$ cat src/logic/ust_pkg.sv
// constants, field layout and carrier types of the synchronous serial transmit port
package ust_pkg;

    localparam int ADDR_W = 3;
    localparam int DATA_W = 8;

    typedef logic [ADDR_W-1:0] ustAddr_t;
    typedef logic [DATA_W-1:0] ustByte_t;

    // register offsets
    localparam ustAddr_t XMIT_CTRL_OFS  = 3'h0;
    localparam ustAddr_t RECV_CTRL_OFS  = 3'h1;
    localparam ustAddr_t FLAG_OFS       = 3'h2;
    localparam ustAddr_t IRQ_EN_OFS     = 3'h3;
    localparam ustAddr_t XMIT_BUF_OFS   = 3'h4;
    localparam ustAddr_t BAUD_DIV_OFS   = 3'h5;
    localparam ustAddr_t RECV_DATA_OFS  = 3'h6;

    // transmit status/control fields
    localparam int CLK_SRC_BIT      = 7;
    localparam int NINTH_SEL_BIT    = 6;
    localparam int XMIT_EN_BIT      = 5;
    localparam int SYNC_SEL_BIT     = 4;
    localparam int HIGH_BAUD_BIT    = 2;
    localparam int SHIFT_EMPTY_BIT  = 1;
    localparam int NINTH_DATA_BIT   = 0;
    // receive status/control fields
    localparam int PORT_EN_BIT      = 7;
    localparam int SINGLE_RECV_BIT  = 5;
    localparam int CONT_RECV_BIT    = 4;
    // flag and enable fields
    localparam int RECV_FULL_BIT    = 5;
    localparam int BUF_EMPTY_BIT    = 4;
    localparam int XMIT_IRQ_EN_BIT  = 4;

    // reset values
    localparam ustByte_t BYTE_RST       = 8'h00;
    localparam ustByte_t BAUD_DIV_RST   = 8'h00;

    // word and sampling counts
    localparam logic [3:0] WORD_BITS         = 4'h8;
    localparam logic [3:0] LONG_WORD_BITS    = 4'h9;
    localparam logic [4:0] SLOW_EDGES_PER_BIT = 5'h10;
    localparam logic [4:0] SLOW_FIRST_SAMPLE = 5'h07;
    localparam logic [4:0] FAST_EDGES_PER_BIT = 5'h08;
    localparam logic [4:0] FAST_FIRST_SAMPLE = 5'h01;
    localparam logic [4:0] SAMPLE_SPAN       = 5'h02;
    localparam logic [3:0] ASYNC_FRAME_BITS  = 4'hA;

    typedef enum logic [1:0] {
        MODE_IDLE,
        MODE_XMIT,
        MODE_RECV
    } ustMode_e;

    typedef enum logic {
        ASYNC_IDLE,
        ASYNC_RUN
    } ustAsync_e;

    typedef struct packed {
        ustAddr_t addr;
        ustByte_t wrData;
        logic     wrStrobe;
        logic     rdStrobe;
    } ustBusReq_s;

    typedef struct packed {
        logic clkOut;
        logic clkOe;
        logic dataOut;
        logic dataOe;
    } ustPins_s;

endpackage

$ cat src/logic/ust_serial_port.sv
// synchronous master serial transmitter with single/continuous receive and async bit sampler
//
// Design decisions made here: the register addresses and strobed register access.
module ust_serial_port #(
    parameter int BAUD_W = 8
) (
    // clock and reset
    input  wire logic           sys_clk,
    input  wire logic           reset_n,
    // register port
    input  wire ust_pkg::ustBusReq_s busReq,
    output      ust_pkg::ustByte_t   rdData,
    // serial pins
    output      ust_pkg::ustPins_s   pinsOut,
    input  wire logic           dataLineIn,
    // events
    output      logic           txIrq,
    output      logic           asyncBitValue,
    output      logic           asyncBitStrobe
);
    import ust_pkg::*;

    ////////////////////////////////////////////////////////////////////////////
    // input synchroniser
    logic dataMeta_q;
    logic dataSync_q;

    always_ff @(posedge sys_clk or negedge reset_n) begin
        if (!reset_n) begin
            dataMeta_q <= 1'b1;
            dataSync_q <= 1'b1;
        end else begin
            dataMeta_q <= dataLineIn;
            dataSync_q <= dataMeta_q;
        end
    end

    ////////////////////////////////////////////////////////////////////////////
    // software registers
    logic              clkSrc_q;
    logic              ninthSel_q;
    logic              xmitEnable_q;
    logic              syncSel_q;
    logic              highBaud_q;
    logic              ninthBit_q;
    logic              portEnable_q;
    logic              singleRecv_q;
    logic              contRecv_q;
    logic              xmitIrqEn_q;
    logic [BAUD_W-1:0] baudDiv_q;

    logic wrXmitCtrl;
    logic wrRecvCtrl;
    logic wrIrqEn;
    logic wrBuf;
    logic wrBaud;
    logic rdRecvData;
    logic recvDone;

    assign wrXmitCtrl = busReq.wrStrobe && (busReq.addr == XMIT_CTRL_OFS);
    assign wrRecvCtrl = busReq.wrStrobe && (busReq.addr == RECV_CTRL_OFS);
    assign wrIrqEn    = busReq.wrStrobe && (busReq.addr == IRQ_EN_OFS);
    assign wrBuf      = busReq.wrStrobe && (busReq.addr == XMIT_BUF_OFS);
    assign wrBaud     = busReq.wrStrobe && (busReq.addr == BAUD_DIV_OFS);
    assign rdRecvData = busReq.rdStrobe && (busReq.addr == RECV_DATA_OFS);

    always_ff @(posedge sys_clk or negedge reset_n) begin
        if (!reset_n) begin
            clkSrc_q     <= 1'b0;
            ninthSel_q   <= 1'b0;
            xmitEnable_q <= 1'b0;
            syncSel_q    <= 1'b0;
            highBaud_q   <= 1'b0;
            ninthBit_q   <= 1'b0;
        end else if (wrXmitCtrl) begin
            clkSrc_q     <= busReq.wrData[CLK_SRC_BIT];
            ninthSel_q   <= busReq.wrData[NINTH_SEL_BIT];
            xmitEnable_q <= busReq.wrData[XMIT_EN_BIT];
            syncSel_q    <= busReq.wrData[SYNC_SEL_BIT];
            highBaud_q   <= busReq.wrData[HIGH_BAUD_BIT];
            ninthBit_q   <= busReq.wrData[NINTH_DATA_BIT];
        end
    end

    // single-receive is set by software and dropped by hardware after one word
    always_ff @(posedge sys_clk or negedge reset_n) begin
        if (!reset_n) begin
            portEnable_q <= 1'b0;
            singleRecv_q <= 1'b0;
            contRecv_q   <= 1'b0;
        end else if (wrRecvCtrl) begin
            portEnable_q <= busReq.wrData[PORT_EN_BIT];
            singleRecv_q <= busReq.wrData[SINGLE_RECV_BIT];
            contRecv_q   <= busReq.wrData[CONT_RECV_BIT];
        end else if (recvDone && singleRecv_q) begin
            singleRecv_q <= 1'b0;
        end
    end

    always_ff @(posedge sys_clk or negedge reset_n) begin
        if (!reset_n) begin
            xmitIrqEn_q <= 1'b0;
            baudDiv_q   <= BAUD_W'(BAUD_DIV_RST);
        end else begin
            if (wrIrqEn) begin
                xmitIrqEn_q <= busReq.wrData[XMIT_IRQ_EN_BIT];
            end
            if (wrBaud) begin
                baudDiv_q <= busReq.wrData[BAUD_W-1:0];
            end
        end
    end

    ////////////////////////////////////////////////////////////////////////////
    // baud rate generator
    logic [BAUD_W-1:0] brgCnt_q;
    logic              brgRun;
    logic              brgTick;

    assign brgRun  = xmitEnable_q || contRecv_q || singleRecv_q;
    assign brgTick = brgRun && (brgCnt_q == '0);

    always_ff @(posedge sys_clk or negedge reset_n) begin
        if (!reset_n) begin
            brgCnt_q <= '0;
        end else if (!brgRun || brgTick) begin
            brgCnt_q <= baudDiv_q;
        end else begin
            brgCnt_q <= brgCnt_q - 1'b1;
        end
    end

    ////////////////////////////////////////////////////////////////////////////
    // port mode: receive has priority, so the two directions never overlap
    logic     syncMaster;
    logic     recvReq;
    ustMode_e mode;

    assign syncMaster = syncSel_q && portEnable_q && clkSrc_q;
    assign recvReq    = contRecv_q || singleRecv_q;

    always_comb begin
        mode = MODE_IDLE;
        if (syncMaster && recvReq) begin
            mode = MODE_RECV;
        end else if (syncMaster && xmitEnable_q) begin
            mode = MODE_XMIT;
        end
    end

    ////////////////////////////////////////////////////////////////////////////
    // shift clock
    logic shiftClk_q;
    logic shiftBusy_q;
    logic clkRun;
    logic clkRise;
    logic clkFall;

    assign clkRun  = (mode == MODE_RECV) || ((mode == MODE_XMIT) && shiftBusy_q);
    assign clkRise = brgTick && clkRun && !shiftClk_q;
    assign clkFall = brgTick && clkRun && shiftClk_q;

    // idles low so the first tick of a word is a rising edge
    always_ff @(posedge sys_clk or negedge reset_n) begin
        if (!reset_n) begin
            shiftClk_q <= 1'b0;
        end else if (!clkRun) begin
            shiftClk_q <= 1'b0;
        end else if (brgTick) begin
            shiftClk_q <= !shiftClk_q;
        end
    end

    ////////////////////////////////////////////////////////////////////////////
    // transmit buffer and empty flag
    ustByte_t bufData_q;
    logic     bufNinth_q;
    logic     bufFull_q;
    logic     bufEmptyFlag_q;
    logic     moveToShift;

    // one cycle after a write the word moves if the shifter is free
    assign moveToShift = bufFull_q && !shiftBusy_q && xmitEnable_q;

    always_ff @(posedge sys_clk or negedge reset_n) begin
        if (!reset_n) begin
            bufData_q  <= BYTE_RST;
            bufNinth_q <= 1'b0;
        end else if (wrBuf) begin
            bufData_q  <= busReq.wrData;
            bufNinth_q <= ninthBit_q;
        end
    end

    // a write in the same cycle as a move queues the new word behind it
    always_ff @(posedge sys_clk or negedge reset_n) begin
        if (!reset_n) begin
            bufFull_q      <= 1'b0;
            bufEmptyFlag_q <= 1'b1;
        end else if (wrBuf) begin
            bufFull_q      <= 1'b1;
            bufEmptyFlag_q <= 1'b0;
        end else if (moveToShift) begin
            bufFull_q      <= 1'b0;
            bufEmptyFlag_q <= 1'b1;
        end
    end

    assign txIrq = bufEmptyFlag_q && xmitIrqEn_q;

    ////////////////////////////////////////////////////////////////////////////
    // transmit shift register
    logic [8:0] shiftReg_q;
    logic [3:0] bitsLeft_q;
    logic       dataOut_q;

    // state survives a receive interruption; only transmit enable resets it
    always_ff @(posedge sys_clk or negedge reset_n) begin
        if (!reset_n) begin
            shiftReg_q  <= '0;
            bitsLeft_q  <= '0;
            shiftBusy_q <= 1'b0;
            dataOut_q   <= 1'b0;
        end else if (!xmitEnable_q) begin
            bitsLeft_q  <= '0;
            shiftBusy_q <= 1'b0;
        end else if (moveToShift) begin
            shiftReg_q  <= {bufNinth_q, bufData_q};
            bitsLeft_q  <= ninthSel_q ? LONG_WORD_BITS : WORD_BITS;
            shiftBusy_q <= 1'b1;
        end else if ((mode == MODE_XMIT) && clkRise && (bitsLeft_q != '0)) begin
            dataOut_q   <= shiftReg_q[0];
            shiftReg_q  <= {1'b0, shiftReg_q[8:1]};
            bitsLeft_q  <= bitsLeft_q - 1'b1;
        end else if ((mode == MODE_XMIT) && clkFall && (bitsLeft_q == '0)) begin
            shiftBusy_q <= 1'b0;
        end
    end

    ////////////////////////////////////////////////////////////////////////////
    // synchronous receive, sampled on falling shift clock
    ustByte_t   recvShift_q;
    logic [3:0] recvCount_q;
    ustByte_t   recvData_q;
    logic       recvFull_q;

    assign recvDone = (mode == MODE_RECV) && clkFall && (recvCount_q == WORD_BITS - 1'b1);

    always_ff @(posedge sys_clk or negedge reset_n) begin
        if (!reset_n) begin
            recvShift_q <= BYTE_RST;
            recvCount_q <= '0;
            recvData_q  <= BYTE_RST;
        end else if (mode != MODE_RECV) begin
            recvCount_q <= '0;
        end else if (clkFall) begin
            recvShift_q <= {dataSync_q, recvShift_q[7:1]};
            recvCount_q <= recvDone ? 4'h0 : recvCount_q + 1'b1;
            if (recvDone) begin
                recvData_q <= {dataSync_q, recvShift_q[7:1]};
            end
        end
    end

    // set wins over the clearing read
    always_ff @(posedge sys_clk or negedge reset_n) begin
        if (!reset_n) begin
            recvFull_q <= 1'b0;
        end else if (recvDone) begin
            recvFull_q <= 1'b1;
        end else if (rdRecvData) begin
            recvFull_q <= 1'b0;
        end
    end

    ////////////////////////////////////////////////////////////////////////////
    // asynchronous receive bit sampler: each baud tick is one sampling clock edge
    ustAsync_e  asyncState_q;
    logic [4:0] phase_q;
    logic [3:0] frameBit_q;
    logic [1:0] votes_q;
    logic       asyncOn;
    logic [4:0] edgesPerBit;
    logic [4:0] firstSample;
    logic       inWindow;
    logic       bitEnd;
    logic       voteBit;

    assign asyncOn     = !syncSel_q && portEnable_q && contRecv_q;
    assign edgesPerBit = highBaud_q ? FAST_EDGES_PER_BIT : SLOW_EDGES_PER_BIT;
    assign firstSample = highBaud_q ? FAST_FIRST_SAMPLE : SLOW_FIRST_SAMPLE;
    assign inWindow    = (phase_q >= firstSample) && (phase_q <= firstSample + SAMPLE_SPAN);
    assign bitEnd      = brgTick && (phase_q == edgesPerBit - 1'b1);
    // two of three samples high (votes counted before the last one)
    assign voteBit     = (votes_q == 2'h2) || (votes_q == 2'h1 && dataSync_q) || (votes_q == 2'h3);

    always_ff @(posedge sys_clk or negedge reset_n) begin
        if (!reset_n) begin
            asyncState_q   <= ASYNC_IDLE;
            phase_q        <= '0;
            frameBit_q     <= '0;
            votes_q        <= '0;
            asyncBitValue  <= 1'b1;
            asyncBitStrobe <= 1'b0;
        end else begin
            asyncBitStrobe <= 1'b0;
            case (asyncState_q)
                ASYNC_IDLE: begin
                    phase_q    <= '0;
                    frameBit_q <= '0;
                    votes_q    <= '0;
                    if (asyncOn && !dataSync_q) begin
                        asyncState_q <= ASYNC_RUN;
                    end
                end
                ASYNC_RUN: begin
                    if (!asyncOn) begin
                        asyncState_q <= ASYNC_IDLE;
                    end else if (brgTick) begin
                        if (inWindow && (phase_q != firstSample + SAMPLE_SPAN)) begin
                            votes_q <= votes_q + {1'b0, dataSync_q};
                        end else if (inWindow) begin
                            asyncBitValue  <= voteBit;
                            asyncBitStrobe <= 1'b1;
                        end
                        phase_q <= bitEnd ? 5'h00 : phase_q + 1'b1;
                        if (bitEnd) begin
                            votes_q    <= '0;
                            frameBit_q <= frameBit_q + 1'b1;
                            if (frameBit_q == ASYNC_FRAME_BITS - 1'b1) begin
                                asyncState_q <= ASYNC_IDLE;
                            end
                        end
                    end
                end
                default: asyncState_q <= ASYNC_IDLE;
            endcase
        end
    end

    ////////////////////////////////////////////////////////////////////////////
    // pins: clock driven while master and any direction is enabled
    assign pinsOut.clkOut  = shiftClk_q;
    assign pinsOut.clkOe   = syncMaster && (xmitEnable_q || recvReq);
    assign pinsOut.dataOut = dataOut_q;
    assign pinsOut.dataOe  = (mode == MODE_XMIT);

    ////////////////////////////////////////////////////////////////////////////
    // register read, data in the cycle after the strobe
    ustByte_t rdNext;

    always_comb begin
        rdNext = BYTE_RST;
        if (busReq.addr == XMIT_CTRL_OFS) begin
            rdNext[CLK_SRC_BIT]     = clkSrc_q;
            rdNext[NINTH_SEL_BIT]   = ninthSel_q;
            rdNext[XMIT_EN_BIT]     = xmitEnable_q;
            rdNext[SYNC_SEL_BIT]    = syncSel_q;
            rdNext[HIGH_BAUD_BIT]   = highBaud_q;
            rdNext[SHIFT_EMPTY_BIT] = !shiftBusy_q;
            rdNext[NINTH_DATA_BIT]  = ninthBit_q;
        end else if (busReq.addr == RECV_CTRL_OFS) begin
            rdNext[PORT_EN_BIT]     = portEnable_q;
            rdNext[SINGLE_RECV_BIT] = singleRecv_q;
            rdNext[CONT_RECV_BIT]   = contRecv_q;
        end else if (busReq.addr == FLAG_OFS) begin
            rdNext[BUF_EMPTY_BIT]   = bufEmptyFlag_q;
            rdNext[RECV_FULL_BIT]   = recvFull_q;
        end else if (busReq.addr == IRQ_EN_OFS) begin
            rdNext[XMIT_IRQ_EN_BIT] = xmitIrqEn_q;
        end else if (busReq.addr == XMIT_BUF_OFS) begin
            rdNext = bufData_q;
        end else if (busReq.addr == BAUD_DIV_OFS) begin
            rdNext[BAUD_W-1:0] = baudDiv_q;
        end else if (busReq.addr == RECV_DATA_OFS) begin
            rdNext = recvData_q;
        end
    end

    // unmapped offsets and idle cycles read as zero
    always_ff @(posedge sys_clk or negedge reset_n) begin
        if (!reset_n) begin
            rdData <= BYTE_RST;
        end else if (busReq.rdStrobe) begin
            rdData <= rdNext;
        end else begin
            rdData <= BYTE_RST;
        end
    end

endmodule // ust_serial_port

$ cat config.mk
export PLATFORM = sky130hd
export DESIGN_NAME = ust_serial_port
export DESIGN_NICKNAME = d
export VERILOG_FILES = /design/src/logic/ust_pkg.sv /design/src/logic/ust_serial_port.sv
export SDC_FILE = /design/constraint.sdc
export NUM_CORES = 1
export LEC_CHECK = 0
export ABC_CLOCK_PERIOD_IN_PS = 2700
export BUFFER_PORTS_ARGS = -buffer_cell sky130_fd_sc_hd__buf_2
export CAP_MARGIN = 10
export CORE_ASPECT_RATIO = 1.1
export CORE_UTILIZATION = 42
export DETAILED_ROUTE_END_ITERATION = 10
export GPL_ROUTABILITY_DRIVEN = 0
export GPL_TIMING_DRIVEN = 0
export SLEW_MARGIN = 20
export SYNTH_ARGS = -nofsm -noshare
export SYNTH_HDL_FRONTEND = slang
export SYNTH_SLANG_ARGS = --single-unit
$ cat constraint.sdc
create_clock -name sys_clk -period 2.7 [get_ports sys_clk]
set_input_delay 0.54 -clock sys_clk [delete_from_list [all_inputs] [get_ports sys_clk]]
set_output_delay 0.54 -clock sys_clk [all_outputs]
set_load 0.01 [all_outputs]
==> metrics.md <==
| Metric | Value |
|---|---|
| Status | `completed` |
| Starting Density | `0.439` |
| Synth top area share | `0.503` |
| Vias per std cell | `5.36` |
| Final net count | `484` |
| Clk sinks | `97` |
| Critical path peak fanout | `10` |
| Netlist cell types | `54` |
| Final Hold Violating Endpoints | `0` |
| Total CTS buffers | `9` |
| Synthesized Nets | `444` |
| CP Data Arrival Time | `2.74 ns` |
| Clk slew on worst S/H paths | `0.06 ns` |
| Maximum clock rate | `394 MHz` |
| Minimum clock period | `2.54 ns` |
| # diodes | `0` |
| IO Pins | `31` |
| Tcrit/Tclk final | `0.940` |
| Area contributors post-synth | `dfrtp_1 50%, mux2_2 9.3%, mux2i_1 4.8%` |
| Root buffer cell | `clkbuf_16` |
| Static leakage | `2.42 nW` |
| Final ANT Viol Nets | `0` |
| Most common cell after layout, fill and taps aside | `dfrtp_1` |
| P&R area growth vs syn | `14.7%` |
| Worst IR drop on VDD | `407 uV` |
| Drt pass-1 iters | `4` |
| Post-route DRC | `0` |
| EDFF count, synth | `0` |
| DIE AREA | `11,400 sq um` |
| Initial detailed-routing violation count | `130` |
| Ys flop type | `dfrtp_1` |
| Asr flop ratio synth | `1.00` |
| Grt ovf | `0` |
| Hpwl dp | `7130 um` |
| Slew headroom | `0.366` |
| HP Class | `input port to asynchronous set/reset pin` |
| Drt total wl | `9910 um` |
| Global-route wire length before repair | `16,400 um` |
| Wire length per cell | `16.5 um` |
| Worst EP required | `2.90 ns` |
| Chip height | `112 um` |
| CP startpoint kind | `flop` |
| Post-Syn Area | `4620 sq um` |
| FILL cells | `1,001` |
| Final Setup Violations | `0` |
| Syn_area_per_cell | `11.1 sq um` |
| Routed vias | `3,224` |
| Port Buffers | `28` |
| CORE AREA | `10,500 sq um` |
| RSZ-0062 raised after global routing | `false` |
| Synth warn | `0` |
| Worst-skew pair later-pin latency | `0.35 ns` |
| Initial antenna violation count | `0` |
| Largest net degree at the start of global routing | `73` |
| Yosys top cell by area | `dfrtp_1` |
| Pins over their slew limit | `0` |
| Gr usage total | `0.190` |
| Area after DPL | `4980 sq um` |
| Number of max-cap violations | `0` |
| Die X | `102 um` |
| CP Capture Type | `flop` |
| Sequential area share after synthesis | `0.526` |
| Vias in the first global route | `3,254` |
| Pwr/cell area | `757 nW/um^2` |
| Fin cells | `602` |
| Max clock buf depth | `2` |
| Synth Instances | `415` |
| Placed cell count | `587` |
| CTS tree | `done` |
| Finished Cell Area | `5300 sq um` |
| Post-layout power | `0.00402 W` |
| Core Util, Final | `0.503` |
| Most frequent cells in the layout | `93 x dfrtp_1, 44 x nor2_1, 38 x mux2_2, 32 x nand2_1, 29 x buf_2` |
| Register bit total from synthesis | `97` |
| H-tree Lvls | `3` |
| Clock Skews | `0.00746 ns` |
| Worst Tran Pin Value | `0.944 ns` |
| Share of cells above drive strength 1 | `0.216` |
| Rows | `39` |
| CP Class | `flop to flop` |
==> cells in the mapped netlist, types with 4 or more instances <==
| cell | n |
|---|---|
| a211oi_1 | 4 |
| a21o_1 | 4 |
| a21oi_1 | 25 |
| and3_1 | 7 |
| clkbuf_1 | 11 |
| dfrtp_1 | 93 |
| dfstp_2 | 4 |
| ha_1 | 13 |
| inv_1 | 10 |
| mux2_2 | 38 |
| mux2i_1 | 22 |
| nand2_1 | 32 |
| nand3_1 | 9 |
| nor2_1 | 44 |
| nor2b_1 | 6 |
| nor3_1 | 6 |
| o21ai_0 | 15 |
| xnor2_1 | 7 |
| xor2_1 | 7 |
==> power by group <==
part / switching (W) / total (W) / internal (W)
clock: 0.000526 / 0.00129 / 0.000761
combinational: 0.000424 / 0.000775 / 0.000352
sequential: 0.000227 / 0.00196 / 0.00173
==> timing repair <==
| action | in CTS | in global routing |
|---|---|---|
| endpoints found under the hold margin | 0 | 0 |
| resized for setup | 0 | 3 |
| endpoints found under the setup margin | 8 | 22 |
| hold buffers | 0 | 0 |
| pin swaps | 1 | 2 |
| gates cloned | 0 | 0 |
| setup buffers | 0 | 1 |
==> kinds of logic (layout without fill, tap and decap cells) <==
| kind of cell | count (synthesis) | after routing | share of synthesized area |
|---|---|---|---|
| AOI/OAI and AO/OA | 63 | 63 | 0.0823 |
| xor gates and xnor gates | 14 | 14 | 0.0265 |
| and+or+nand+nor | 137 | 137 | 0.155 |
| buffers and inverters | 28 | 72 | 0.0252 |
| muxes | 63 | 63 | 0.150 |
| adders and majority gates | 13 | 13 | 0.0352 |
| DFF | 97 | 97 | 0.526 |
==> layer usage <==
| metal | wire (um) | vias to the layer above | GRT usage | share of wire |
|---|---|---|---|---|
| met5 | 0 | - | 0 | 0 |
| met4 | 308 | 0 | 0.100 | 0.031 |
| met3 | 224 | 19 | 0.0255 | 0.023 |
| met2 | 4700 | 52 | 0.290 | 0.47 |
| met1 | 4670 | 1612 | 0.262 | 0.47 |
| li1 | - | 1541 | - | - |
==> worst paths after layout <==
check                                       from                    endpoint  slack [ns]  cells past startpoint
max in group asynchronous                reset_n  bufEmptyFlag_q$_DFFE_PN1P_        1.97                      2
min in group sys_clk                  dataLineIn        dataMeta_q$_DFF_PN1_        0.29                      1
setup reg to reg           brgCnt_q[0]$_DFF_PN0_   shiftReg_q[3]$_DFFE_PN0P_        0.16                      9
hold reg to reg             dataMeta_q$_DFF_PN1_        dataSync_q$_DFF_PN1_        0.36                      0
setup / recovery           brgCnt_q[0]$_DFF_PN0_   shiftReg_q[3]$_DFFE_PN0P_        0.16                      9
hold / removal                           reset_n   frameBit_q[0]$_DFFE_PN0P_        0.05                      1
==> state kept, by name, summed over array words and instances, names as in the netlist, 2 cells and up <==
name         cells
shiftReg_q       9
baudDiv_q        8
brgCnt_q         8
bufData_q        8
rdData           8
recvData_q       8
recvShift_q      7
phase_q          5
bitsLeft_q       4
frameBit_q       4
recvCount_q      4
votes_q          2
==> worst max-delay path: stages, from the launching register on <==
cell      delay, ns
dfrtp_1        0.38
inv_1          0.12
ha_1           0.16
or3b_2         0.56
nor2_1         0.23
and3_1         0.20
buf_2          0.19
clkbuf_4       0.27
mux2i_1        0.20
a21oi_1        0.08
==> stage by stage <==
stage               hold WS [ns]  TNS, ns  worst slack, ns
floorplan                  0.244        0            0.305
global placement           0.346        0           0.0163
detailed placement         0.350   -0.304          -0.0452
CTS                       0.0567        0          0.00164
global route              0.0702        0           0.0232
finish                    0.0515        0            0.161
==> final cells by class <==
class / instances / area (sq um) / area share
tap: 143 / 179 / 0.0337
clock inverter: 3 / 40.0 / 0.00755
multi-input combinational: 290 / 2090 / 0.393
sequential: 97 / 2430 / 0.459
timing repair buffer: 30 / 194 / 0.0366
clock buffer: 12 / 256 / 0.0484
buffer: 16 / 73.8 / 0.0139
inverter: 11 / 41.3 / 0.00778
Power figures use the tool's default switching activity.
